`src/hdl/tmcc_defines.svh`:
```
// Register offsets, field positions, reset values and counts of the timer
// mode, clock select and capture control block.
// Assumes inclusion by its bare name from the design files.
`ifndef TMCC_DEFINES_SVH
`define TMCC_DEFINES_SVH

`define TMCC_OFS_CTRL_A    8'h90
`define TMCC_OFS_CTRL_B    8'h91
`define TMCC_OFS_CNT_L     8'h94
`define TMCC_OFS_CNT_H     8'h95
`define TMCC_OFS_CAP_L     8'h96
`define TMCC_OFS_CAP_H     8'h97
`define TMCC_OFS_CMPA_L    8'h98
`define TMCC_OFS_CMPA_H    8'h99
`define TMCC_OFS_CMPB_L    8'h9A
`define TMCC_OFS_CMPB_H    8'h9B
`define TMCC_OFS_STATUS    8'h9C
`define TMCC_OFS_MASK      8'h9D

`define TMCC_A_COMA        6
`define TMCC_A_COMB        4
`define TMCC_A_WGMLO       0
`define TMCC_B_NOISE       7
`define TMCC_B_EDGE        6
`define TMCC_B_WGMHI       3
`define TMCC_B_CS          0
`define TMCC_CTRL_A_WMASK  8'hF3
`define TMCC_CTRL_B_WMASK  8'hDF

`define TMCC_ST_OVF        0
`define TMCC_ST_CMPA       1
`define TMCC_ST_CMPB       2
`define TMCC_ST_CAP        3

`define TMCC_RST_BYTE      8'h00
`define TMCC_RST_WORD      16'h0000
`define TMCC_RST_PRESC     10'h000

`define TMCC_TOP_MAX       16'hFFFF
`define TMCC_TOP_8BIT      16'h00FF
`define TMCC_TOP_9BIT      16'h01FF
`define TMCC_TOP_10BIT     16'h03FF

`define TMCC_DIV8_MASK     10'h007
`define TMCC_DIV64_MASK    10'h03F
`define TMCC_DIV256_MASK   10'h0FF
`define TMCC_DIV1024_MASK  10'h3FF

`define TMCC_FILTER_HIST   3

`endif

```
`src/hdl/tmcc_pkg.sv`:
```
// Types shared by the timer mode, clock select and capture control block.
// Assumes nothing of its surroundings.
`default_nettype none
package tmcc_pkg;
  typedef logic [7:0]  tmcc_byte_t;
  typedef logic [15:0] tmcc_word_t;
  typedef enum logic [2:0] {TMCC_NORMAL, TMCC_CTC, TMCC_FAST, TMCC_PHASE, TMCC_PFC,
                            TMCC_RSVD} tmcc_kind_t;
  typedef enum logic [2:0] {TMCC_CS_STOP, TMCC_CS_DIV1, TMCC_CS_DIV8, TMCC_CS_DIV64,
                            TMCC_CS_DIV256, TMCC_CS_DIV1024, TMCC_CS_EXT_FALL,
                            TMCC_CS_EXT_RISE} tmcc_clksel_t;
endpackage
`default_nettype wire

```
`src/hdl/tmcc_capture.sv`:
```
// Capture pin synchroniser, optional noise filter and edge selection.
// Assumes the pin is asynchronous to clk; disable_cap comes from clk logic.
`default_nettype none
`include "tmcc_defines.svh"
module tmcc_capture (
  input  wire logic clk,
  input  wire logic rst_n,
  input  wire logic pin,
  input  wire logic filter_en,
  input  wire logic rising_sel,
  input  wire logic disable_cap,
  output logic      event_pulse
);
  logic                         sync1;
  logic                         sync2;
  logic [`TMCC_FILTER_HIST-1:0] hist;
  logic                         filt;
  logic                         prev;
  wire                          all_same;
  wire                          sel_level;
  wire                          edge_seen;

  assign all_same  = (hist == {`TMCC_FILTER_HIST{sync2}});
  assign sel_level = filter_en ? filt : sync2;
  assign edge_seen = rising_sel ? (sel_level && !prev) : (!sel_level && prev);
  assign event_pulse = edge_seen && !disable_cap;

  always_ff @(posedge clk)
  begin
    if (!rst_n)
    begin
      sync1 <= 1'b0;
      sync2 <= 1'b0;
      hist  <= '0;
      filt  <= 1'b0;
      prev  <= 1'b0;
    end
    else
    begin
      sync1 <= pin;
      sync2 <= sync1;
      hist  <= {hist[`TMCC_FILTER_HIST-2:0], sync2};
      if (all_same)
      begin
        filt <= sync2;
      end
      prev <= sel_level;
    end
  end
endmodule
`default_nettype wire

```
`src/hdl/tmcc_top.sv`:
```
// Mode, clock select and capture control of a 16-bit timer/counter.
// Assumes a single-cycle byte register port and asynchronous pins.
`default_nettype none
`include "tmcc_defines.svh"
module tmcc_top (
  input  wire logic                 CLK,
  input  wire logic                 RST_N,
  input  wire tmcc_pkg::tmcc_byte_t ADDR,
  input  wire tmcc_pkg::tmcc_byte_t WDATA,
  input  wire logic                 WR,
  input  wire logic                 RD,
  output tmcc_pkg::tmcc_byte_t      RDATA,
  input  wire logic                 CAPTURE_PIN,
  input  wire logic                 EXT_CLK_PIN,
  output logic                      COMPARE_A_OUT,
  output logic                      COMPARE_B_OUT,
  output logic                      IRQ
);
  import tmcc_pkg::*;

  function automatic tmcc_kind_t mode_kind(input logic [3:0] m);
    tmcc_kind_t k;
    k = TMCC_RSVD;
    unique case (m)
      4'h0:                      k = TMCC_NORMAL;
      4'h4, 4'hC:                k = TMCC_CTC;
      4'h5, 4'h6, 4'h7, 4'hE, 4'hF: k = TMCC_FAST;
      4'h1, 4'h2, 4'h3, 4'hA, 4'hB: k = TMCC_PHASE;
      4'h8, 4'h9:                k = TMCC_PFC;
      4'hD:                      k = TMCC_RSVD;
    endcase
    return k;
  endfunction

  function automatic tmcc_word_t mode_top(input logic [3:0] m, input tmcc_word_t a,
                                          input tmcc_word_t c);
    tmcc_word_t t;
    t = `TMCC_TOP_MAX;
    unique case (m)
      4'h0, 4'hD:                t = `TMCC_TOP_MAX;
      4'h1, 4'h5:                t = `TMCC_TOP_8BIT;
      4'h2, 4'h6:                t = `TMCC_TOP_9BIT;
      4'h3, 4'h7:                t = `TMCC_TOP_10BIT;
      4'h4, 4'h9, 4'hB, 4'hF:    t = a;
      4'h8, 4'hA, 4'hC, 4'hE:    t = c;
    endcase
    return t;
  endfunction

  function automatic logic div_hit(input logic [9:0] p, input logic [9:0] m);
    return (p & m) == m;
  endfunction

  function automatic logic oc_next(input logic cur, input logic [1:0] com,
                                   input tmcc_kind_t k, input logic tog_ok,
                                   input logic match, input logic up_now,
                                   input logic bottom);
    logic r;
    r = cur;
    if (com == 2'h0)
      r = cur;
    else if (k == TMCC_NORMAL || k == TMCC_CTC)
      r = match ? ((com == 2'h1) ? !cur : com[0]) : cur;
    else if (com == 2'h1)
      r = (tog_ok && match) ? !cur : cur;
    else if (k == TMCC_FAST)
      r = bottom ? !com[0] : (match ? com[0] : cur);
    else if (match)
      r = up_now ? com[0] : !com[0];
    return r;
  endfunction

  tmcc_byte_t   ctrl_a;
  tmcc_byte_t   ctrl_b;
  tmcc_byte_t   status;
  tmcc_byte_t   mask;
  tmcc_word_t   cnt;
  tmcc_word_t   capture_value;
  tmcc_word_t   cmpa_buf;
  tmcc_word_t   cmpa;
  tmcc_word_t   cmpb_buf;
  tmcc_word_t   cmpb;
  logic         up;
  logic [9:0]   presc;
  logic         ext_s1;
  logic         ext_s2;
  logic         ext_s3;

  wire [3:0]    wave_mode;
  tmcc_kind_t   kind;
  tmcc_clksel_t cs;
  tmcc_word_t   top;
  wire          dual;
  wire          clk_tick;
  wire          tick;
  wire          ext_fall;
  wire          ext_rise;
  wire          cap_is_top;
  wire          cap_evt;
  wire          ge_top;
  wire          wrap;
  wire          turn_top;
  wire          turn_bot;
  wire          inc;
  tmcc_word_t   next_cnt;
  wire          ovf_evt;
  wire          reload;
  wire          match_a;
  wire          match_b;
  wire          tog_a;
  wire          cnt_write;
  wire          wr_hit_status;
  tmcc_byte_t   events;
  tmcc_byte_t   next_status;
  tmcc_byte_t   read_value;

  assign wave_mode = {ctrl_b[`TMCC_B_WGMHI+1:`TMCC_B_WGMHI],
                      ctrl_a[`TMCC_A_WGMLO+1:`TMCC_A_WGMLO]};
  assign kind = mode_kind(wave_mode);
  assign top  = mode_top(wave_mode, cmpa, capture_value);
  assign cs   = tmcc_clksel_t'(ctrl_b[`TMCC_B_CS+2:`TMCC_B_CS]);
  assign dual = (kind == TMCC_PHASE) || (kind == TMCC_PFC);

  assign ext_fall = ext_s3 && !ext_s2;
  assign ext_rise = ext_s2 && !ext_s3;
  assign clk_tick = (cs == TMCC_CS_DIV1) ||
                    (cs == TMCC_CS_DIV8 && div_hit(presc, `TMCC_DIV8_MASK)) ||
                    (cs == TMCC_CS_DIV64 && div_hit(presc, `TMCC_DIV64_MASK)) ||
                    (cs == TMCC_CS_DIV256 && div_hit(presc, `TMCC_DIV256_MASK)) ||
                    (cs == TMCC_CS_DIV1024 && div_hit(presc, `TMCC_DIV1024_MASK)) ||
                    (cs == TMCC_CS_EXT_FALL && ext_fall) ||
                    (cs == TMCC_CS_EXT_RISE && ext_rise);
  assign tick = clk_tick && (kind != TMCC_RSVD);

  assign ge_top   = cnt >= top;
  assign wrap     = tick && !dual && (cnt == top);
  assign turn_top = tick && dual && up && ge_top;
  assign turn_bot = tick && dual && !up && (cnt == `TMCC_RST_WORD);
  assign inc      = up ? !ge_top : (cnt == `TMCC_RST_WORD);
  assign next_cnt = !dual ? ((cnt == top) ? `TMCC_RST_WORD : cnt + 16'h0001)
                          : (inc ? cnt + 16'h0001 : cnt - 16'h0001);

  assign ovf_evt = ((kind == TMCC_NORMAL || kind == TMCC_CTC) && tick &&
                    cnt == `TMCC_TOP_MAX) ||
                   (kind == TMCC_FAST && wrap) || turn_bot;
  assign reload  = (kind == TMCC_NORMAL) || (kind == TMCC_CTC) ||
                   (kind == TMCC_FAST && wrap) || (kind == TMCC_PFC && turn_bot) ||
                   (kind == TMCC_PHASE && turn_top);
  assign match_a = tick && (cnt == cmpa);
  assign match_b = tick && (cnt == cmpb);
  assign tog_a   = (wave_mode == 4'hF) || (wave_mode == 4'h9) || (wave_mode == 4'hB);
  assign cap_is_top = wave_mode[3] && !wave_mode[0];

  assign cnt_write     = WR && (ADDR == `TMCC_OFS_CNT_L || ADDR == `TMCC_OFS_CNT_H);
  assign wr_hit_status = WR && (ADDR == `TMCC_OFS_STATUS);
  assign events = {4'h0, cap_evt, match_b, match_a, ovf_evt};
  assign next_status = (status & ~(wr_hit_status ? WDATA : `TMCC_RST_BYTE)) | events;

  assign read_value =
    (ADDR == `TMCC_OFS_CTRL_A) ? ctrl_a :
    (ADDR == `TMCC_OFS_CTRL_B) ? ctrl_b :
    (ADDR == `TMCC_OFS_CNT_L)  ? cnt[7:0] :
    (ADDR == `TMCC_OFS_CNT_H)  ? cnt[15:8] :
    (ADDR == `TMCC_OFS_CAP_L)  ? capture_value[7:0] :
    (ADDR == `TMCC_OFS_CAP_H)  ? capture_value[15:8] :
    (ADDR == `TMCC_OFS_CMPA_L) ? cmpa_buf[7:0] :
    (ADDR == `TMCC_OFS_CMPA_H) ? cmpa_buf[15:8] :
    (ADDR == `TMCC_OFS_CMPB_L) ? cmpb_buf[7:0] :
    (ADDR == `TMCC_OFS_CMPB_H) ? cmpb_buf[15:8] :
    (ADDR == `TMCC_OFS_STATUS) ? status :
    (ADDR == `TMCC_OFS_MASK)   ? mask : `TMCC_RST_BYTE;

  tmcc_capture u_capture (
    .clk         (CLK),
    .rst_n       (RST_N),
    .pin         (CAPTURE_PIN),
    .filter_en   (ctrl_b[`TMCC_B_NOISE]),
    .rising_sel  (ctrl_b[`TMCC_B_EDGE]),
    .disable_cap (cap_is_top),
    .event_pulse (cap_evt)
  );

  // Configuration and software-visible data registers.
  always_ff @(posedge CLK)
  begin
    if (!RST_N)
    begin
      ctrl_a   <= `TMCC_RST_BYTE;
      ctrl_b   <= `TMCC_RST_BYTE;
      mask     <= `TMCC_RST_BYTE;
      cmpa_buf <= `TMCC_RST_WORD;
      cmpb_buf <= `TMCC_RST_WORD;
    end
    else if (WR)
    begin
      if (ADDR == `TMCC_OFS_CTRL_A) ctrl_a <= WDATA & `TMCC_CTRL_A_WMASK;
      if (ADDR == `TMCC_OFS_CTRL_B) ctrl_b <= WDATA & `TMCC_CTRL_B_WMASK;
      if (ADDR == `TMCC_OFS_MASK)   mask <= WDATA;
      if (ADDR == `TMCC_OFS_CMPA_L) cmpa_buf[7:0] <= WDATA;
      if (ADDR == `TMCC_OFS_CMPA_H) cmpa_buf[15:8] <= WDATA;
      if (ADDR == `TMCC_OFS_CMPB_L) cmpb_buf[7:0] <= WDATA;
      if (ADDR == `TMCC_OFS_CMPB_H) cmpb_buf[15:8] <= WDATA;
    end
  end

  // Counter, direction, compare reload and capture register.
  always_ff @(posedge CLK)
  begin
    if (!RST_N)
    begin
      cnt           <= `TMCC_RST_WORD;
      up            <= 1'b1;
      cmpa          <= `TMCC_RST_WORD;
      cmpb          <= `TMCC_RST_WORD;
      capture_value <= `TMCC_RST_WORD;
    end
    else
    begin
      if (WR && ADDR == `TMCC_OFS_CNT_L)      cnt[7:0] <= WDATA;
      else if (WR && ADDR == `TMCC_OFS_CNT_H) cnt[15:8] <= WDATA;
      else if (tick)                          cnt <= next_cnt;
      if (!dual || turn_bot)                  up <= 1'b1;
      else if (turn_top)                      up <= 1'b0;
      if (reload)
      begin
        cmpa <= cmpa_buf;
        cmpb <= cmpb_buf;
      end
      if (cap_evt)                            capture_value <= cnt;
      else if (WR && ADDR == `TMCC_OFS_CAP_L) capture_value[7:0] <= WDATA;
      else if (WR && ADDR == `TMCC_OFS_CAP_H) capture_value[15:8] <= WDATA;
    end
  end

  // Prescaler, external clock synchroniser, flags and outputs.
  always_ff @(posedge CLK)
  begin
    if (!RST_N)
    begin
      presc         <= `TMCC_RST_PRESC;
      ext_s1        <= 1'b0;
      ext_s2        <= 1'b0;
      ext_s3        <= 1'b0;
      status        <= `TMCC_RST_BYTE;
      IRQ           <= 1'b0;
      RDATA         <= `TMCC_RST_BYTE;
      COMPARE_A_OUT <= 1'b0;
      COMPARE_B_OUT <= 1'b0;
    end
    else
    begin
      presc         <= presc + 10'h001;
      ext_s1        <= EXT_CLK_PIN;
      ext_s2        <= ext_s1;
      ext_s3        <= ext_s2;
      status        <= next_status;
      IRQ           <= |(next_status & mask);
      RDATA         <= RD ? read_value : `TMCC_RST_BYTE;
      COMPARE_A_OUT <= oc_next(COMPARE_A_OUT, ctrl_a[`TMCC_A_COMA+1:`TMCC_A_COMA], kind,
                               tog_a, match_a, up, wrap);
      COMPARE_B_OUT <= oc_next(COMPARE_B_OUT, ctrl_a[`TMCC_A_COMB+1:`TMCC_A_COMB], kind,
                               1'b0, match_b, up, wrap);
    end
  end
endmodule
`default_nettype wire
```
`config.mk`:
```
export PLATFORM = sky130hd
export DESIGN_NAME = tmcc_top
export DESIGN_NICKNAME = d
export VERILOG_FILES = /design/src/hdl/tmcc_pkg.sv /design/src/hdl/tmcc_capture.sv /design/src/hdl/tmcc_top.sv
export VERILOG_INCLUDE_DIRS = /design/src /design/src/hdl
export SDC_FILE = /design/constraint.sdc
export NUM_CORES = 1
export LEC_CHECK = 0
export ABC_CLOCK_PERIOD_IN_PS = 7400
export BUFFER_PORTS_ARGS = -buffer_cell sky130_fd_sc_hd__buf_4
export CAP_MARGIN = 5
export CORE_ASPECT_RATIO = 0.9
export CORE_MARGIN = 3
export CORE_UTILIZATION = 30
export CTS_CLUSTER_SIZE = 10
export DETAILED_ROUTE_END_ITERATION = 8
export GPL_TIMING_DRIVEN = 0
export PLACE_DENSITY = 0.52
export RECOVER_POWER = 25
export SLEW_MARGIN = 15
export SYNTH_ARGS = -nofsm -noshare
export SYNTH_HDL_FRONTEND = slang
export SYNTH_SLANG_ARGS = --single-unit
```
`constraint.sdc`:
```
create_clock -name CLK -period 7.4 [get_ports CLK]
set_clock_uncertainty 0.05 [all_clocks]
set_input_delay 0.74 -clock CLK [delete_from_list [all_inputs] [get_ports CLK]]
set_output_delay 0.74 -clock CLK [all_outputs]
set_load 0.1 [all_outputs]
```
After elaboration in Yosys (flattened, before gate mapping)

Memories as Yosys holds them, arrays and structs flattened.
Cells that the tools add are included.

Mux-type cells: 47
Bitwise logic cells: 9
Reduce and logical (&&, ||, !) cells: 97
Order comparisons: 1
Eq/ne operators: 56
Add/sub/neg operators: 3

Operator list:

| operator              | number |
|---|---|
| $mux 8                | 19 |
| $eq 8x8->1 const B    | 13 |
| $pmux 16 s6           | 1 |
| $mux 16               | 5 |
| $eq 16x16->1          | 3 |
| $logic_and 1x1->1     | 33 |
| $eq 4x4->1 const B    | 8 |
| $mux 1                | 22 |
| $reduce_and 2->1      | 11 |
| $eq 3x3->1 const B    | 6 |
| $add 16x1->16 const B | 1 |
| $and 8x8->8           | 2 |
| $eq 16x16->1 const B  | 1 |
| $eq 4x3->1 const B    | 4 |
| $ge 16x16->1          | 1 |
| $logic_not 16->1      | 1 |
| $logic_or 1x1->1      | 16 |
| $sub 16x1->16 const B | 1 |
| $logic_not 1->1       | 13 |
| $eq 3x2->1 const B    | 4 |
| $reduce_bool 3->1     | 4 |
| $reduce_or 2->1       | 6 |
| $add 10x1->10 const B | 1 |
| $eq 10x10->1 const B  | 1 |
| other kinds (19)      | 36 |

ROM bits: 48
Output and inout bits: 11
Bits of input ports: 22
Word-level logic and storage cells: 243
Memories: 1
Register bits after elaboration: 157

Memory list:

| name            | words | width | read ports | clocked after Yosys merged registers in | write ports | RTL line       | text |
|---|---|---|---|---|---|---|---|
| (no name shown) | 16    | 3     | 1          | 0                                       | 0           | tmcc_top.sv:24 | `unique case (m)` |

Depth between registers and ports, before layout

Depth in word-level cells: 17
Mapped depth: 18
Mapped depth without buffers: 13

Modules after synthesis

From an unflattened synthesis, not the netlist that was laid out.

Cell total of the unflattened synthesis: 1108
Area total of the unflattened synthesis: 8883.5 um^2

Modules (own cells, without submodules):

| module       | area each (um^2) | cells each | instances |
|---|---|---|---|
| tmcc_top     | 8644.5           | 1087       | 1 |
| tmcc_capture | 239.0            | 21         | 1 |

Worst setup path before layout

Ideal clock, no wire load.

Path kind: register to register
Start: register ctrl_b[3]
End: register cnt[14]
Cell stages (with the launch flop): 17
Period minus slack after synthesis: 3882 ps
Slack: 3518 ps
Setup time: 74 ps
Data required time: 7276 ps
Arrival time: 3758 ps
Cell sequence: dfxtp_1 > clkbuf_1 > nor2b_1 > clkbuf_1 > nor2_1 > a21o_1 > clkbuf_1 > nor2_1 > nor2_1 > ha_1 > nor2b_1 > o2111ai_1 > a311oi_1 > o21bai_2 > or4_1 > or3_1 > a31oi_1

Cells in the longest elaborated chain, start to end: 10
Elaborated cells on any way between the ends: 40

RTL lines:

| item                                               | RTL line        | text |
|---|---|---|
| from (decl)                                        | tmcc_top.sv:74  | `tmcc_byte_t ctrl_b;` |
| from (signal assigned)                             | tmcc_top.sv:189 | `` ctrl_b <= `TMCC_RST_BYTE; `` |
| from (signal assigned)                             | tmcc_top.sv:197 | `` if (ADDR == `TMCC_OFS_CTRL_B) ctrl_b <= WDATA & `TMCC_CTRL_B_WMASK; `` |
| $eq 4x4->1, or another cell as far along           | tmcc_top.sv:39  | `unique case (m)` |
| $reduce_or 4->1 or $reduce_or 2->1 (tied branches) | tmcc_top.sv:39  |  |
| $pmux 16 s6                                        | tmcc_top.sv:39  |  |
| $ge 16x16->1                                       | tmcc_top.sv:135 | `assign ge_top = cnt >= top;` |
| $logic_not 1->1                                    | tmcc_top.sv:139 | `` assign inc = up ? !ge_top : (cnt == `TMCC_RST_WORD); `` |
| $mux 1                                             | tmcc_top.sv:139 |  |
| $mux 16                                            | tmcc_top.sv:141 | `: (inc ? cnt + 16'h0001 : cnt - 16'h0001);` |
| $mux 16                                            | tmcc_top.sv:140 | `` assign next_cnt = !dual ? ((cnt == top) ? `TMCC_RST_WORD : cnt + 16'h0001) `` |
| $mux 16                                            | tmcc_top.sv:221 | `else if (tick) cnt <= next_cnt;` |
| $mux 8                                             | tmcc_top.sv:220 | `` else if (WR && ADDR == `TMCC_OFS_CNT_H) cnt[15:8] <= WDATA; `` |
| to (signal assigned)                               | tmcc_top.sv:211 | `` cnt <= `TMCC_RST_WORD; `` |
| to (signal assigned)                               | tmcc_top.sv:221 |  |
| to (decl)                                          | tmcc_top.sv:77  | `tmcc_word_t cnt;` |

Parallel ways exist; a longest one is shown, timed or not. The select of a mux whose other input is x is not followed.
A chain may end at the register's enable or synchronous reset.

Final worst setup path

Start: register ctrl_b[3]
End: register cnt[9]

The elaborated chain is that of the path after synthesis.

==> results.py <==
metrics = {
    "outcome": {
        "status": "completed",
    },
    "logic_synthesis": {
        "synth_ff_type": "dfxtp_1",
        "synthArstFlopShare_pct": 0,
        "netlist_area_mm2": 0.009189,
        "syn_area_per_cell_um2": 7.881,
        "synth-simple-area-share_pct": 23.26,
        "ys.warnings.count": 0,
        "synth_compound_area_share_pct": 21.88,
        "syn-num-nets": 1209,
        "yosys.area_share.adder_pct": 2.859,
        "synth-seq-cells": 157,
        "synth_top_family_by_area": "simple AND/OR/NAND/NOR gates",
        "muxShareOfSynthArea_pct": 8.824,
        "synth_edf_count": 0,
        "seq_area_frac_synth_pct": 34.20,
        "synth-xor-area-share_pct": 3.717,
        "synth.distinct_cells": 80,
        "synthCells": 1166,
    },
    "power": {
        "vdd_drop_max_uv": 164.2,
        "p_per_area_mw_per_mm2": 188.6,
        "p_leak_nw": 3.556,
    },
    "routing": {
        "vias": 9465,
        "routed_wl_um": 39230,
        "wire_per_inst_um": 24.08,
        "first_iter_violations": 1105,
        "first_pass_iters": 6,
        "postRouteAntennaNets": 0,
        "drcViolationCount": 0,
        "vias_per_cell": 5.810,
    },
    "layout": {
        "layout-drive-gt1-share_pct": 7.504,
        "diodes": 0,
        "areaGrowthSynthToFinish_pct": 13.98,
        "nets": 1257,
    },
    "cts": {
        "cts-root-buf": "clkbuf_16",
        "holdBufCountCts": 0,
        "clk-insertion-delay-late_ns": 0.44,
        "cts_tree": "built",
        "cts_resized": 0,
        "numCtsBuffers": 17,
        "post_cts.repair.setup_buffers": 0,
        "clock-sinks": 157,
        "clkTransAtPathRegs_ns": 0.07,
        "cts-htree-levels": 4,
        "clock_path_buffers": 2,
    },
    "setup_path": {
        "crit_buf_inv": 3,
        "worstSetupStartpoint": "ctrl_b[3]$_SDFFE_PN0P_",
        "reg2reg_from": "ctrl_b[3]$_SDFFE_PN0P_",
        "required_ns": 7.68,
        "critPathCaptureType": "flop",
        "cpPeakStageDelay_ns": 0.54,
        "path_delay_family": "simple AND/OR/NAND/NOR gates",
        "worstPathArrival_ns": 5.49,
        "regToRegEndpoint": "cnt[9]$_SDFFE_PN0P_",
        "cp_cell_sequence": "clkbuf_1 > nor2b_1 > clkbuf_1 > nor2_1 > a21o_1 > clkbuf_1 > nor2_1 > nor2_1 > ha_1 > nand4_1 > nor4_1 > nor2b_1 > nor2_1 > nand3_1 > o31ai_1 > o31a_1",
        "reg2reg_slack_ns": 2.19,
        "ff2ff_path_depth": 16,
        "crit_fanout": 10,
        "cp_slowest_cell": "nor2b_1",
        "cpMostUsedCell": "nor2_1",
        "worstSetupPathType": "flop to flop",
        "crit_path_start_kind": "flop",
    },
    "flow_run": {
        "maxCapViolCount": 0,
    },
    "timing": {
        "finalMaxSlewViolations": 0,
        "grt_setup_unrepaired": "no",
        "finalHoldViolations": 0,
        "max_freq_ghz": 0.1920,
        "worst_pin_slew_ns": 1.165,
        "slew_headroom_pct": 21.63,
        "setup_viol": 0,
        "period_share_pct": 70.40,
        "tns_ns": 0,
        "finalCriticalPeriod_ns": 5.209,
        "hold_slack_ns": 0.3817,
    },
    "worst_hold_path": {
        "whs_path_depth": 1,
        "min_to": "u_capture.sync2$_SDFF_PN0_",
        "holdCritPathClass": "flop to flop",
        "hp-start": "u_capture.sync1$_SDFF_PN0_",
    },
    "floorplanning": {
        "coreArea_mm2": 0.03003,
        "die_w_um": 190.5,
        "rows": 60,
        "die_area_mm2": 0.03277,
        "boundaryPins": 33,
        "start_util_pct": 30.60,
        "die_h_um": 172.0,
    },
    "grt": {
        "grt_max_degree": 17,
        "grt_usage_pct": 23.67,
        "grt_antenna_before_repair": 0,
        "grt_pass1_wl_um": 56990,
        "grt_overflow": 0,
        "grt_pass1_vias": 8702,
    },
    "place": {
        "hpwlAfterDp_um": 29370,
        "gp_congestion": 0.9530,
        "port_buffers": 29,
    },
}
layer usage:
layer / track usage [%] / share of wire (%)
met3: 7.622 / 10
met2: 34.71 / 42
met5: 0 / 0
met1: 33.04 / 45
met4: 7.400 / 3.0
Yosys cell counts (all sizes together) (12+ instances only):
library cell / instances / area (um^2)
dfxtp: 157 / 3143
nor2: 126 / 473.0
a21oi: 95 / 475.5
nand2: 89 / 334.1
nand3: 85 / 437.9
clkbuf: 80 / 300.3
o21ai: 77 / 389.1
mux2i: 54 / 540.5
xnor2: 34 / 297.8
nand4: 25 / 156.4
a31oi: 23 / 143.9
mux2: 22 / 247.7
ha: 21 / 262.8
nor3: 20 / 105.1
a211oi: 18 / 135.1
inv: 17 / 63.81
and2: 16 / 100.1
and3: 16 / 100.1
buf: 15 / 107.6
a22oi: 13 / 97.59
o22ai: 13 / 81.33
nand2b: 12 / 75.07
kinds of logic (layout without fill, tap and decap cells):
family,after synthesis,in the layout
mux,77,77
compound gates,318,318
fa+ha+maj,21,21
simple gates,439,439
xor+xnor,39,39
flops,157,157
buf+inv,115,175
cell type report:
class / count / area [um^2]
inverter: 20 / 75.07
clock buffer: 21 / 470.5
sequential: 157 / 3143
clock inverter: 10 / 137.6
tap: 403 / 504.2
buffer: 95 / 407.9
multi-input combinational: 894 / 5563
timing repair buffer: 29 / 172.7
fill: 3249 / 19560
layout by cell type, fill, tap and decap left out, types with 6 or more instances in the layout:
master | netlist | routed
clkbuf_1 | 80 | 94
nor2_1 | 126 | 126
nand2_1 | 89 | 89
a22oi_1 | 13 | 13
mux2i_1 | 54 | 54
a211oi_1 | 18 | 18
and3_1 | 16 | 16
mux2_2 | 22 | 22
a31oi_1 | 23 | 23
clkbuf_16 | 0 | 17
o31a_1 | 6 | 6
nand4_1 | 25 | 25
xnor2_1 | 34 | 34
nor2b_1 | 10 | 10
nand3_1 | 84 | 84
ha_1 | 21 | 21
or3_1 | 10 | 10
a21oi_1 | 95 | 95
and2_1 | 16 | 14
nor4_1 | 9 | 9
buf_4 | 1 | 17
inv_1 | 17 | 17
o22ai_1 | 13 | 13
o21ai_0 | 76 | 76
nor3_1 | 19 | 19
a22o_1 | 7 | 7
nand2b_1 | 12 | 12
o211ai_1 | 6 | 6
dfxtp_1 | 157 | 157
a21boi_0 | 6 | 6
worst max path at each step:
stage	endpoint	slack (ns)	depth (start not counted)
floorplan	cnt[14]$_SDFFE_PN0P_	3.52	16
global placement	cnt[9]$_SDFFE_PN0P_	2.43	16
detailed placement	cnt[9]$_SDFFE_PN0P_	2.42	16
CTS	cnt[9]$_SDFFE_PN0P_	2.41	16
global route	cnt[9]$_SDFFE_PN0P_	1.89	16
finish	cnt[9]$_SDFFE_PN0P_	2.19	16
state kept, by name, summed over array words and instances, names as in the netlist, 3 cells and up:
signal and flops:
RDATA 8, mask 8, capture_value 16, ctrl_b 7, ctrl_a 6, cmpa_buf 16
u_capture.hist 3, cmpb 16, cnt 16, cmpa 16, cmpb_buf 16, presc 10
status 8
power by group:
group | leakage, nW | internal [W] | switching [W] | total (W)
Sequential | 1.27 | 0.000854 | 0.0000101 | 0.000864
Clock | 0.295 | 0.000555 | 0.000377 | 0.000933
Combinational | 1.99 | 0.0000493 | 0.000130 | 0.000179
stage by stage:
step	instance area (um^2)	total power, W	worst slack, ns	cells	utilization (%)
2_1_floorplan	9189	0.0009756	3.518	1166	-
3_3_place_gp	9911	0.001055	2.431	1598	33.00
3_5_place_dp	9911	0.001054	2.423	1598	33.00
4_1_cts	10520	0.001978	2.414	1629	35.03
5_1_grt	10470	0.002022	1.888	1629	34.88
6_report	10470	0.001976	2.191	1629	34.88
(Power assumes the default switching activity.)
